==> src/irq_source_map.vh <==
// Register offsets, field positions and reset values of the interrupt source status and latch registers
`ifndef IRQ_SOURCE_MAP_VH
`define IRQ_SOURCE_MAP_VH

// ----------------------------------------------------------------------------
// Register offsets
// ----------------------------------------------------------------------------
`define SRC_STATUS_ADDR    8'h83
`define SRC_LATCH_ADDR     8'h84

// ----------------------------------------------------------------------------
// Field positions
// ----------------------------------------------------------------------------
`define BIT_B_SESSION      0
`define BIT_ID_RANGE_A     1
`define BIT_ID_RANGE_B     2
`define BIT_ID_RANGE_C     3
`define BIT_ID_OPEN        4
`define BIT_OVERSTRESS     5
`define BIT_VBUS_MONITOR   6
`define SRC_COUNT          7

// ----------------------------------------------------------------------------
// Reset values
// ----------------------------------------------------------------------------
`define SRC_STATUS_RESET   7'h00
`define SRC_LATCH_RESET    7'h00

`endif
==> src/irq_source_latch.v <==
// Interrupt source status mirror and change latch register pair
//
// Notes on behaviour
// - Status register read returns the present unlatched level of each source.
// - Status bits: 6 vbus monitor, 5 overstress, 4 id open, 3..1 ranges, 0 session.
// - A latch bit sets on any unmasked change of its source signal.
// - Latch register uses the same bit positions as the status register.
// - Reading the latch register returns its bits, then clears every bit that sees no event in that cycle.
// - Entering low power mode clears every latch bit that sees no event in that cycle.
// - Entering serial mode clears every latch bit that sees no event in that cycle.
// - An event coinciding with a clearing read is kept, never lost.
`timescale 1ns/10ps
`include "irq_source_map.vh"

// ----------------------------------------------------------------------------
// Per-source event cell
// ----------------------------------------------------------------------------
// Holds the previous level of one source, qualifies its edges and keeps one sticky event bit
module source_event_cell #(
    parameter [0:0] LEVEL_RESET = 1'b0,
    parameter [0:0] LATCH_RESET = 1'b0
) (
    input  wire core_clk,
    input  wire rst,
    input  wire source_in,
    input  wire rise_allow,
    input  wire fall_allow,
    input  wire clear_all,
    output reg  latch_bit
);

reg  source_prev;
reg  next_latch_bit;
wire went_high;
wire went_low;
wire event_seen;

// Previous level starts low, so a source already high at release counts as a rise
always @(posedge core_clk or posedge rst) begin
    if (rst) begin
        source_prev <= LEVEL_RESET;
    end else begin
        source_prev <= source_in;
    end
end

assign went_high = source_in & ~source_prev;
assign went_low  = ~source_in & source_prev;

assign event_seen = (went_high & rise_allow) | (went_low & fall_allow);

always @* begin
    next_latch_bit = latch_bit;
    if (clear_all) begin
        next_latch_bit = 1'b0;
    end
    // set wins clear
    // Set is applied last so an event in the clearing cycle is never lost
    if (event_seen) begin
        next_latch_bit = 1'b1;
    end
end

always @(posedge core_clk or posedge rst) begin
    if (rst) begin
        latch_bit <= LATCH_RESET;
    end else begin
        latch_bit <= next_latch_bit;
    end
end

endmodule // source_event_cell

// ----------------------------------------------------------------------------
// Register pair top
// ----------------------------------------------------------------------------
module irq_source_latch (
    input  wire       core_clk,
    input  wire       rst,
    input  wire       vbus_input_monitor_good,
    input  wire       overstress_detect,
    input  wire       id_pin_open,
    input  wire       id_resistor_range_c,
    input  wire       id_resistor_range_b,
    input  wire       id_resistor_range_a,
    input  wire       b_session_valid,
    input  wire [6:0] rise_enable,
    input  wire [6:0] fall_enable,
    input  wire       low_power_entry,
    input  wire       serial_mode_entry,
    input  wire       reg_read,
    input  wire       reg_write,
    input  wire [7:0] reg_addr,
    input  wire [7:0] reg_wdata,
    output reg  [7:0] reg_rdata,
    output reg        reg_rvalid
);

// ----------------------------------------------------------------------------
// Source levels and clear conditions
// ----------------------------------------------------------------------------
localparam [6:0] LEVEL_RESET = `SRC_STATUS_RESET;
localparam [6:0] LATCH_RESET = `SRC_LATCH_RESET;

wire [6:0] interrupt_source_status;
wire [6:0] interrupt_source_latch;
wire       latch_read;
wire       latch_clear;

assign interrupt_source_status = {vbus_input_monitor_good, overstress_detect, id_pin_open,
                                  id_resistor_range_c, id_resistor_range_b, id_resistor_range_a,
                                  b_session_valid};

assign latch_read = reg_read && (reg_addr == `SRC_LATCH_ADDR);

assign latch_clear = latch_read || low_power_entry || serial_mode_entry;

// ----------------------------------------------------------------------------
// Latch cells, one per source
// ----------------------------------------------------------------------------
// same positions as status
source_event_cell #(
    .LEVEL_RESET (LEVEL_RESET[`BIT_B_SESSION]),
    .LATCH_RESET (LATCH_RESET[`BIT_B_SESSION])
) session_cell (
    .core_clk   (core_clk),
    .rst        (rst),
    .source_in  (interrupt_source_status[`BIT_B_SESSION]),
    .rise_allow (rise_enable[`BIT_B_SESSION]),
    .fall_allow (fall_enable[`BIT_B_SESSION]),
    .clear_all  (latch_clear),
    .latch_bit  (interrupt_source_latch[`BIT_B_SESSION])
);

source_event_cell #(
    .LEVEL_RESET (LEVEL_RESET[`BIT_ID_RANGE_A]),
    .LATCH_RESET (LATCH_RESET[`BIT_ID_RANGE_A])
) range_a_cell (
    .core_clk   (core_clk),
    .rst        (rst),
    .source_in  (interrupt_source_status[`BIT_ID_RANGE_A]),
    .rise_allow (rise_enable[`BIT_ID_RANGE_A]),
    .fall_allow (fall_enable[`BIT_ID_RANGE_A]),
    .clear_all  (latch_clear),
    .latch_bit  (interrupt_source_latch[`BIT_ID_RANGE_A])
);

source_event_cell #(
    .LEVEL_RESET (LEVEL_RESET[`BIT_ID_RANGE_B]),
    .LATCH_RESET (LATCH_RESET[`BIT_ID_RANGE_B])
) range_b_cell (
    .core_clk   (core_clk),
    .rst        (rst),
    .source_in  (interrupt_source_status[`BIT_ID_RANGE_B]),
    .rise_allow (rise_enable[`BIT_ID_RANGE_B]),
    .fall_allow (fall_enable[`BIT_ID_RANGE_B]),
    .clear_all  (latch_clear),
    .latch_bit  (interrupt_source_latch[`BIT_ID_RANGE_B])
);

source_event_cell #(
    .LEVEL_RESET (LEVEL_RESET[`BIT_ID_RANGE_C]),
    .LATCH_RESET (LATCH_RESET[`BIT_ID_RANGE_C])
) range_c_cell (
    .core_clk   (core_clk),
    .rst        (rst),
    .source_in  (interrupt_source_status[`BIT_ID_RANGE_C]),
    .rise_allow (rise_enable[`BIT_ID_RANGE_C]),
    .fall_allow (fall_enable[`BIT_ID_RANGE_C]),
    .clear_all  (latch_clear),
    .latch_bit  (interrupt_source_latch[`BIT_ID_RANGE_C])
);

source_event_cell #(
    .LEVEL_RESET (LEVEL_RESET[`BIT_ID_OPEN]),
    .LATCH_RESET (LATCH_RESET[`BIT_ID_OPEN])
) id_open_cell (
    .core_clk   (core_clk),
    .rst        (rst),
    .source_in  (interrupt_source_status[`BIT_ID_OPEN]),
    .rise_allow (rise_enable[`BIT_ID_OPEN]),
    .fall_allow (fall_enable[`BIT_ID_OPEN]),
    .clear_all  (latch_clear),
    .latch_bit  (interrupt_source_latch[`BIT_ID_OPEN])
);

source_event_cell #(
    .LEVEL_RESET (LEVEL_RESET[`BIT_OVERSTRESS]),
    .LATCH_RESET (LATCH_RESET[`BIT_OVERSTRESS])
) overstress_cell (
    .core_clk   (core_clk),
    .rst        (rst),
    .source_in  (interrupt_source_status[`BIT_OVERSTRESS]),
    .rise_allow (rise_enable[`BIT_OVERSTRESS]),
    .fall_allow (fall_enable[`BIT_OVERSTRESS]),
    .clear_all  (latch_clear),
    .latch_bit  (interrupt_source_latch[`BIT_OVERSTRESS])
);

source_event_cell #(
    .LEVEL_RESET (LEVEL_RESET[`BIT_VBUS_MONITOR]),
    .LATCH_RESET (LATCH_RESET[`BIT_VBUS_MONITOR])
) vbus_monitor_cell (
    .core_clk   (core_clk),
    .rst        (rst),
    .source_in  (interrupt_source_status[`BIT_VBUS_MONITOR]),
    .rise_allow (rise_enable[`BIT_VBUS_MONITOR]),
    .fall_allow (fall_enable[`BIT_VBUS_MONITOR]),
    .clear_all  (latch_clear),
    .latch_bit  (interrupt_source_latch[`BIT_VBUS_MONITOR])
);

// ----------------------------------------------------------------------------
// Register read port
// ----------------------------------------------------------------------------
// writes are ignored; bit 7 always zero
// Both registers are read-only, so the write strobe and write data are left unread
always @(posedge core_clk or posedge rst) begin
    if (rst) begin
        reg_rdata  <= 8'h00;
        reg_rvalid <= 1'b0;
    end else begin
        reg_rvalid <= reg_read;
        if (reg_read) begin
            case (reg_addr)
                `SRC_STATUS_ADDR: reg_rdata <= {1'b0, interrupt_source_status};
                `SRC_LATCH_ADDR:  reg_rdata <= {1'b0, interrupt_source_latch};
                default:          reg_rdata <= 8'h00;
            endcase
        end
    end
end

endmodule // irq_source_latch

==> config.mk <==
export PLATFORM = sky130hd
export DESIGN_NAME = irq_source_latch
export DESIGN_NICKNAME = d
export VERILOG_FILES = /design/src/irq_source_latch.v
export VERILOG_INCLUDE_DIRS = /design/src /design/src/src
export SDC_FILE = /design/constraint.sdc
export NUM_CORES = 1
export LEC_CHECK = 0
export BUFFER_PORTS_ARGS = -buffer_cell sky130_fd_sc_hd__buf_2
export CAP_MARGIN = 20
export CORE_MARGIN = 2
export CORE_UTILIZATION = 47
export CTS_CLUSTER_SIZE = 28
export DETAILED_ROUTE_END_ITERATION = 6
export PLACE_DENSITY_LB_ADDON = 0.12
export RECOVER_POWER = 25
export SLEW_MARGIN = 20
export SYNTH_ARGS = -nofsm -noshare
export SYNTH_HDL_FRONTEND = slang
export SYNTH_HIERARCHICAL = 1
export SYNTH_SLANG_ARGS = --single-unit
==> constraint.sdc <==
create_clock -name core_clk -period 1.1 [get_ports core_clk]
set_clock_uncertainty 0.05 [all_clocks]
set_input_delay 0 -clock core_clk [delete_from_list [all_inputs] [get_ports core_clk]]
set_output_delay 0 -clock core_clk [all_outputs]
set_load 0.05 [all_outputs]
== Word-level counts from Yosys, hierarchy flattened ==
Cells that the tools add are included.

* Input bits: 43
* Register bits: 23
* Logic and storage cells: 86

* Bitwise logic cells: 49
* Mux-type cells: 9
* Reduce and logical (&&, ||, !) cells: 10
* Equal/unequal tests: 2

{| class="wikitable"
|+ Operators with widths
! cell !! count
|-
| $and A1 B1 Y1 || 28
|-
| $eq A8 B8 Y1 const B || 2
|-
| $not A1 Y1 || 14
|-
| $pmux W7 S2 || 1
|-
| $reduce_bool A2 Y1 || 7
|-
| $mux W1 || 8
|-
| $or A1 B1 Y1 || 7
|-
| $logic_or A1 B1 Y1 || 2
|-
| $logic_and A1 B1 Y1 || 1
|}

== Logic depth before layout (Yosys ltp) ==
Gate-level depths: netlist of the first run.

* Depth in word-level cells: 6
* Depth in mapped cells: 5
* Mapped depth without buffers: 5

== By module ==
The synthesis of the first run kept the hierarchy.

{| class="wikitable"
|+ Modules (own cells, without submodules)
! module !! instances !! cells each !! sequential area each (µm²) !! area an instance (µm²)
|-
| source_event_cell || 7 || 7 || 50.0 || 83.8
|-
| irq_source_latch || 1 || 41 || 200.2 || 431.7
|}

== Worst setup path after synthesis of the first run ==
Ideal clock, no wire load.

* Path type: input to register
* From: in reg_addr[4]
* To: reg id_open_cell.latch_bit
* Data required time: 0.923 ns
* Stages: 5
* Library setup time: 0.127 ns
* Data arrival time: 0.886 ns
* Slack: 0.037 ns
* Path buffers: 0
* Cells stage by stage: nor4b_4 -> nand3b_4 -> o21ai_1 -> nand2b_1 -> o211ai_2

* Word-level cells in the longest chain between the ends: 5

{| class="wikitable"
|+ RTL lines
! item !! line !! text
|-
| from (decl) || irq_source_latch.v:93 || <nowiki>input wire [7:0] reg_addr,</nowiki>
|-
| $eq A8 B8 Y1 || -- ||
|-
| $logic_and A1 B1 Y1 || irq_source_latch.v:114 || <nowiki>assign latch_read = reg_read && (reg_addr == `SRC_LATCH_ADDR);</nowiki>
|-
| $logic_or A1 B1 Y1 (2 in series) || irq_source_latch.v:116 || <nowiki>assign latch_clear = latch_read || low_power_entry || serial_mode_entry;</nowiki>
|-
| net latch_clear || irq_source_latch.v:108 || <nowiki>wire latch_clear;</nowiki>
|-
| $reduce_bool A2 Y1 (no line) || -- ||
|-
| to (signal assigned) || irq_source_latch.v:68 || <nowiki>latch_bit <= next_latch_bit;</nowiki>
|-
| to (decl) || irq_source_latch.v:29 || <nowiki>output reg latch_bit</nowiki>
|}

The timed path passes the listed nets, and every way through them passes these cells.
A chain may end at the register's enable or synchronous reset.

== Worst setup path in the final report of the first run ==
* From: in reg_read
* To: reg range_a_cell.latch_bit

* Word-level cells in the longest chain between the ends: 4

{| class="wikitable"
|+ RTL lines
! item !! line !! text
|-
| from (decl) || irq_source_latch.v:91 || <nowiki>input wire reg_read,</nowiki>
|-
| $logic_and A1 B1 Y1 || irq_source_latch.v:114 ||
|-
| $logic_or A1 B1 Y1 (2 in series) || irq_source_latch.v:116 ||
|-
| net latch_clear || irq_source_latch.v:108 ||
|-
| $reduce_bool A2 Y1 (no line) || -- ||
|-
| to (signal assigned) || irq_source_latch.v:68 ||
|-
| to (decl) || irq_source_latch.v:29 ||
|}

The timed path passes the listed nets, and every way through them passes these cells.

==> impl_metrics.csv, run 1 <==
group,metric,value,unit
power_and_ir_drop,p_int,1.21,mW
critical_path,required,1.25,ns
cts,clock-sinks,22,
final_layout,layout_commonest_cell,"buf_2",
power_and_ir_drop,p_seq_share,54.5,%
floorplan,io_pins,52,
floorplan,dieArea,0.00256,mm^2
placed_design,dp_hpwl,1610,um
cts,cts-root-buf,"clkbuf_4",
power_and_ir_drop,switchingPower,0.395,mW
cts,cts_post_setup_buffers_inserted,0,
final_layout,drive_gt1_share,38.4,%
power_and_ir_drop,p_comb_share,17.8,%
critical_path,critPathKind,"input pin to register",
final_layout,nets,203,
critical_path,crit_fanout,7,
power_and_ir_drop,p_total,1.60,mW
logic_synthesis,yosysWarnings,6,
final_layout,finalInstanceArea,0.00156,mm^2
grt,grt_pass1_vias,899,
detailed_routing,wl_per_cell,12.7,um
final_layout,layout_common_cells,"buf_2 (39), dlygate4sd3_1 (23), dfrtp_1 (22), inv_1 (16)",
critical_path,cp_slowest_cell,"dlygate4sd3_1",
floorplan,die_x,50.6,um
critical_path,worst-path-buf-inv,3,
timing,drv_slew,0,
timing,max_freq,952,MHz
detailed_routing,remaining_drc_errors,0,
power_and_ir_drop,swShare,24.6,%
hold_path,hp-class,"input pin to register",
final_layout,largest_reg_flops,7,
logic_synthesis,syn_inst,90,
final_layout,fin_util,78.1,%
floorplan,initial_core_util,50.9,%
critical_path,path_cells,"dlygate4sd3_1 -> buf_6 -> nand3b_4 -> o21ai_2 -> buf_6 -> nand2b_1 -> o211ai_2",
placed_design,gp_congestion,0.742,
final_layout,synthToLayoutAreaGrowth,53.6,%
grt,grt_max_degree,13,
power_and_ir_drop,pwr-share-clk,27.7,%
critical_path,path_common_cell,"buf_6",
logic_synthesis,synth_top_family_by_area,"simple AND/OR/NAND/NOR gates",
run_status,status,"finished, final reports clean",
critical_path,cp.arrival,1.20,ns
logic_synthesis,syn_area,0.00102,mm^2
logic_synthesis,syn_nets,133,
cts,path_clk_slew,0.12,ns
grt,grt_util_all_layers,19.7,%
critical_path,end_kind,"register",
final_layout,regArea,551,um^2
critical_path,critical-path-top-delay-family,"buffers and inverters",
detailed_routing,first_pass_iters,4,
logic_synthesis,ys_types,18,
detailed_routing,vias,932,
logic_synthesis,synth_mux_area_share,0,%
logic_synthesis,synth-simple-area-share,19.4,%
detailed_routing,viasPerCell,5.01,
logic_synthesis,ys_ff_latch,22,
logic_synthesis,synthAdderAreaFrac,0,%
run,cap_viol_max_count,0,
placed_design,io_buffers,41,
logic_synthesis,yosys.area_share.xor_xnor,0,%
final_layout,diodes,0,
cts,cts_tree,"built",
floorplan,core_area,0.00200,mm^2
logic_synthesis,ys_seq_area_share,54.1,%
power_and_ir_drop,leakagePower,0.793,nW
placed_design,placed_area,0.00127,mm^2
detailed_routing,drt_iter0_drc,4,
critical_path,critPathMaxStageDelay,0.55,ns
cts,cts_buffers,3,
final_layout,regMostFlops,"reg_rdata",
floorplan,rows,16,
floorplan,fp.dieH,50.6,um
critical_path,start_kind,"input pin",
grt,grt_pass1_wl,3730,um
power_and_ir_drop,power_per_cell_area,1030,mW/mm^2
timing,post-route-min-period,1.05,ns
cts,clock_latency,0.30,ns
detailed_routing,drtAntennaViolNets,0,
power_and_ir_drop,ir_drop,0.834,mV
timing,finalHoldViolCount,0,
logic_synthesis,synth.avg_cell_area,11.3,um^2
final_layout,fillers,142,
grt,antenna_found_initial,0,
grt,grt-ovfl-total,0,
cts,clockBufferDepth,2,
logic_synthesis,synth-compound-area-share,18.6,%
timing,fin_crit_sh,95.5,%
timing,setup_viol_count_final,0,
cts,htreeDepth,1,
detailed_routing,totalWireLength,2370,um
final_layout,multi_input_area,409,um^2
==> timing repair <==
action	CTS	global route
endpoints found under the setup margin	0	7
hold buffers	23	0
endpoints found under the hold margin	44	0
gates resized for setup	0	5
==> power groups by stage <==
stage | clock network, mW | logic, mW | registers (mW)
after floorplan | 0 | 0.106 | 0.891
after global placement | 0 | 0.207 | 0.884
after detailed placement | 0 | 0.214 | 0.886
after CTS | 0.450 | 0.276 | 0.870
after global routing | 0.499 | 0.313 | 0.880
final | 0.444 | 0.286 | 0.875
==> cell families (layout without fill, tap and decap cells) <==
logic type	count (synthesis)	after routing
AO/OA/AOI/OAI	22	22
buffers and inverters	19	88
flip-flops	22	22
other	1	1
AND/OR/NAND/NOR	26	26
==> cell type report <==
cell class | count | share of cell area (%)
repair buffers | 68 | 30.3
well taps | 27 | 2.16
multi-input cells | 49 | 26.2
clock buffers | 4 | 2.32
inverters | 16 | 3.84
flip-flops and latches | 22 | 35.2
==> path summary, 6_finish.rpt <==
path                                          startpoint                     endpoint  slack, ns  depth (start not counted)
setup / recovery                                reg_read       range_a_cell/latch_bit       0.05                          7
hold / removal                               reg_addr[5]                 reg_rdata[2]        0.1                          4
setup reg to reg                  session_cell/latch_bit                 reg_rdata[0]       0.25                          2
hold reg to reg            vbus_monitor_cell/source_prev  vbus_monitor_cell/latch_bit       0.44                          1
max in group asynchronous                            rst                 reg_rdata[0]       0.48                          3
min in group asynchronous                            rst       range_c_cell/latch_bit       0.19                          3
==> metal layers <==
metal	GRT usage, %	up-vias	share of wire [%]
met5	0	-	0
met4	5.41	0	0.63
met3	2.98	2	5.9
met2	35.5	40	50
met1	24.3	445	44
li1	-	445	-
==> per-stage QoR <==
| step | cells | hold WS [ns] | setup TNS, ns | setup WS [ns] |
|---|---|---|---|---|
| final | 186 | 0.0973 | 0 | 0.0494 |
| after floorplan | 90 | -0.309 | 0 | 0.0367 |
| after detailed placement | 159 | -0.102 | -0.624 | -0.0982 |
| after CTS | 186 | 0.0857 | 0 | 0.0206 |
| after global placement | 159 | -0.105 | -0.569 | -0.0914 |
| after global routing | 186 | 0.0959 | -0.0217 | -0.00778 |
==> cell usage after synthesis, drive strengths merged <==
cell    count  share of area, %
nand2b      7               4.3
buf         2               1.2
nor3b       1               1.8
o21ai       1              0.49
o22ai       7               4.3
o211ai      7               8.6
clkbuf      1              0.49
inv        16               5.9
dfrtp      22                54
nor4b       1               2.3
a22oi       7               5.2
nor2        1              0.37
and3b       1              0.86
conb        1              0.37
nand2       7               2.6
nand3b      8               7.1
==> tightest hold or removal path, stage by stage <==
cell      delay [ns]
buf_2           0.08
nand3b_4        0.12
buf_4           0.15
o22ai_1         0.08
No activity file was read; power rests on OpenSTA's default activity.
==> run 2: changes to the inputs <==
--- a/config.mk
+++ b/config.mk
@@ -6,10 +6,11 @@
 export SDC_FILE = /design/constraint.sdc
 export NUM_CORES = 1
 export LEC_CHECK = 0
+export ABC_AREA = 1
 export BUFFER_PORTS_ARGS = -buffer_cell sky130_fd_sc_hd__buf_2
 export CAP_MARGIN = 20
 export CORE_MARGIN = 2
-export CORE_UTILIZATION = 47
+export CORE_UTILIZATION = 49
 export CTS_CLUSTER_SIZE = 28
 export DETAILED_ROUTE_END_ITERATION = 6
 export PLACE_DENSITY_LB_ADDON = 0.12
==> run 2 against run 1 <==
Flip-flop and latch count unchanged. First-iteration DRC count grew to 7.0 times the previous value. Global-route usage increased by 4.4 points. Routed wire length is 19% higher. Clock power increased by 2%. Critical path type unchanged. Highest routed layer unchanged.
==> impl_metrics.csv, run 2 <==
group,metric,value,unit
floorplan,io_pins,52,
timing,max_freq,942,MHz
detailed_routing,wl_per_cell,12.0,um
logic_synthesis,synth.avg_cell_area,7.97,um^2
logic_synthesis,synth_top_family_by_area,"simple AND/OR/NAND/NOR gates",
timing,finalHoldViolCount,0,
grt,antenna_found_initial,0,
cts,clock-sinks,22,
grt,grt_pass1_vias,1169,
critical_path,reg2reg_slack,0.37,ns
detailed_routing,drt_iter0_drc,28,
cts,cts_buffers,3,
logic_synthesis,yosysTopAreaCell,"dfrtp_1",
final_layout,multi_input_area,384,um^2
logic_synthesis,synth_edf_count,0,
hold_path,hold_depth,5,
logic_synthesis,synth_area_leaders,"dfrtp_1 (50%), nand3_1 (16%), inv_1 (12%)",
logic_synthesis,synth-simple-area-share,34.6,%
critical_path,rr_endpoint,"reg_rdata[2]",
final_layout,regArea,551,um^2
detailed_routing,remaining_drc_errors,0,
cts,clock_latency,0.31,ns
logic_synthesis,syn_nets,181,
grt,grt-ovfl-total,0,
final_layout,diodes,0,
grt,grt_util_all_layers,24.1,%
critical_path,rr_startpoint,"reg_rdata[2]",
cts,clockBufferDepth,2,
grt,grt_pass1_wl,4640,um
logic_synthesis,synth_commonest_cells,"inv_1 (36), nand3_1 (35), nand2_1 (28)",
floorplan,rows,17,
floorplan,die_x,51.4,um
final_layout,drive_gt1_share,24.8,%
logic_synthesis,yosys_most_used_dff,"dfrtp_1",
critical_path,start_kind,"input pin",
critical_path,cp.arrival,1.27,ns
final_layout,fin_util,73.6,%
logic_synthesis,synth_top_cell_area_share,50.1,%
logic_synthesis,ys_ff_latch,22,
logic_synthesis,synth_most_common_cell,"inv_1",
timing,grt_setup_unrepaired,"no",
detailed_routing,first_pass_iters,4,
cts,htreeDepth,1,
power_and_ir_drop,ir_drop,0.857,mV
final_layout,nets,250,
logic_synthesis,syn_area,0.00110,mm^2
power_and_ir_drop,p_total,1.60,mW
floorplan,core_area,0.00217,mm^2
final_layout,synthToLayoutAreaGrowth,45.3,%
detailed_routing,totalWireLength,2810,um
detailed_routing,viasPerCell,4.83,
timing,setup_viol_count_final,0,
run_status,status,"finished, final reports clean",
final_layout,fillers,188,
logic_synthesis,ys_seq_area_share,50.1,%
detailed_routing,vias,1131,
floorplan,dieArea,0.00264,mm^2
placed_design,pre_cts_ws,0.0383,ns
final_layout,largest_reg_flops,7,
final_layout,layout_common_cells,"buf_2 (40), inv_1 (36), nand3_1 (35), nand2_1 (28), dlygate4sd3_1 (23)",
timing,setup_ws,0.0389,ns
logic_synthesis,synth-compound-area-share,0,%
timing,fin_setup_tns,0,ns
power_and_ir_drop,power_per_cell_area,1000,mW/mm^2
logic_synthesis,synth_mux_area_share,0,%
cts,cts-root-buf,"clkbuf_4",
logic_synthesis,yosys.area_share.xor_xnor,0,%
floorplan,fp.dieH,51.4,um
cts,cts_resized,0,
critical_path,critPathKind,"input pin to register",
timing,drv_slew,0,
logic_synthesis,ys_types,11,
critical_path,crit_fanout,9,
final_layout,regMostFlops,"reg_rdata",
critical_path,end_kind,"register",
detailed_routing,drtAntennaViolNets,0,
critical_path,required,1.30,ns
floorplan,initial_core_util,50.7,%
hold_path,hp-class,"input pin to register",
timing,post-route-min-period,1.06,ns
critical_path,reg2regPathDepth,2,
logic_synthesis,syn_inst,138,
timing,fin_crit_sh,96.5,%
hold_path,hp-start,"reg_addr[0]",
cts,cts_tree,"built",
final_layout,layout_commonest_cell,"buf_2",
placed_design,dp_hpwl,1880,um
run,cap_viol_max_count,0,
power_and_ir_drop,leakagePower,0.946,nW
hold_path,holdPathEnd,"reg_rdata[4]",
timing,holdWs,0.0810,ns
logic_synthesis,synthAdderAreaFrac,0,%
logic_synthesis,async_reset_ff_share,100,%
placed_design,io_buffers,41,
grt,grt_max_degree,15,
placed_design,gp_congestion,0.795,
cts,path_clk_slew,0.12,ns
logic_synthesis,yosysWarnings,6,
[run 2: cell types whose count changed after synthesis, moves of 2 or more]
cell      change
nand3_1      +35
nand2b_1      -7
nor2_4        +3
o22ai_1       -7
nand2_1      +21
o211ai_2      -7
inv_1        +20
a22oi_1       -7
buf_6         +2
[run 2: worst max-delay path by stage]
stage                       startpoint                endpoint  slack [ns]  depth (start not counted)
after floorplan            reg_addr[6]  id_open_cell/latch_bit        0.19                          9
after global placement     reg_addr[1]  range_a_cell/latch_bit        0.07                          9
after detailed placement   reg_addr[1]  range_c_cell/latch_bit        0.04                          9
after CTS                 reg_rdata[5]            reg_rdata[5]        0.07                          1
after global routing          reg_read            reg_rdata[2]        0.01                          6
final                         reg_read            reg_rdata[2]        0.04                          6
[run 2: critical path, cell delays in order]
cell and delay (ns):
buf_2 0.12, dlygate4sd3_1 0.58, buf_4 0.18, inv_1 0.19, nand2_1 0.10, nand3_1 0.10
[run 2: layout make-up]
type                            instances  share of cell area, %
Tap cell                               28                   2.19
Multi-Input combinational cell         77                   24.0
Timing Repair Buffer                   67                   28.6
Inverter                               36                   8.46
Clock buffer                            4                   2.27
Sequential cell                        22                   34.5
[run 2: per-stage QoR]
stage | cell area (um^2) | cells
floorplan | 1100 | 138
global placement | 1330 | 207
detailed placement | 1330 | 207
CTS | 1600 | 234
global route | 1600 | 234
finish | 1600 | 234
[run 2: repair_timing]
action,4_1_cts,5_1_grt
hold buffers,23,0
buffers inserted,0,0
endpoints found under the hold margin,39,0
[run 2: logic make-up after synthesis]
logic type	after synthesis
simple gates	76
buf+inv	39
flops	22
other cells	1
[run 2: per-layer routing]
layer / wire [um] / track usage, % / up-vias
met5: 0 / 0 / -
met4: 40 / 11.0 / 0
met3: 198 / 4.39 / 8
met2: 1460 / 44.4 / 52
met1: 1110 / 26.5 / 513
li1: - / - / 558
[run 2: power by group]
| group | switching [mW] | internal [mW] |
|---|---|---|
| clock | 0.249 | 0.202 |
| sequential | 0.0196 | 0.847 |
| combinational | 0.141 | 0.138 |
| total | 0.410 | 1.19 |
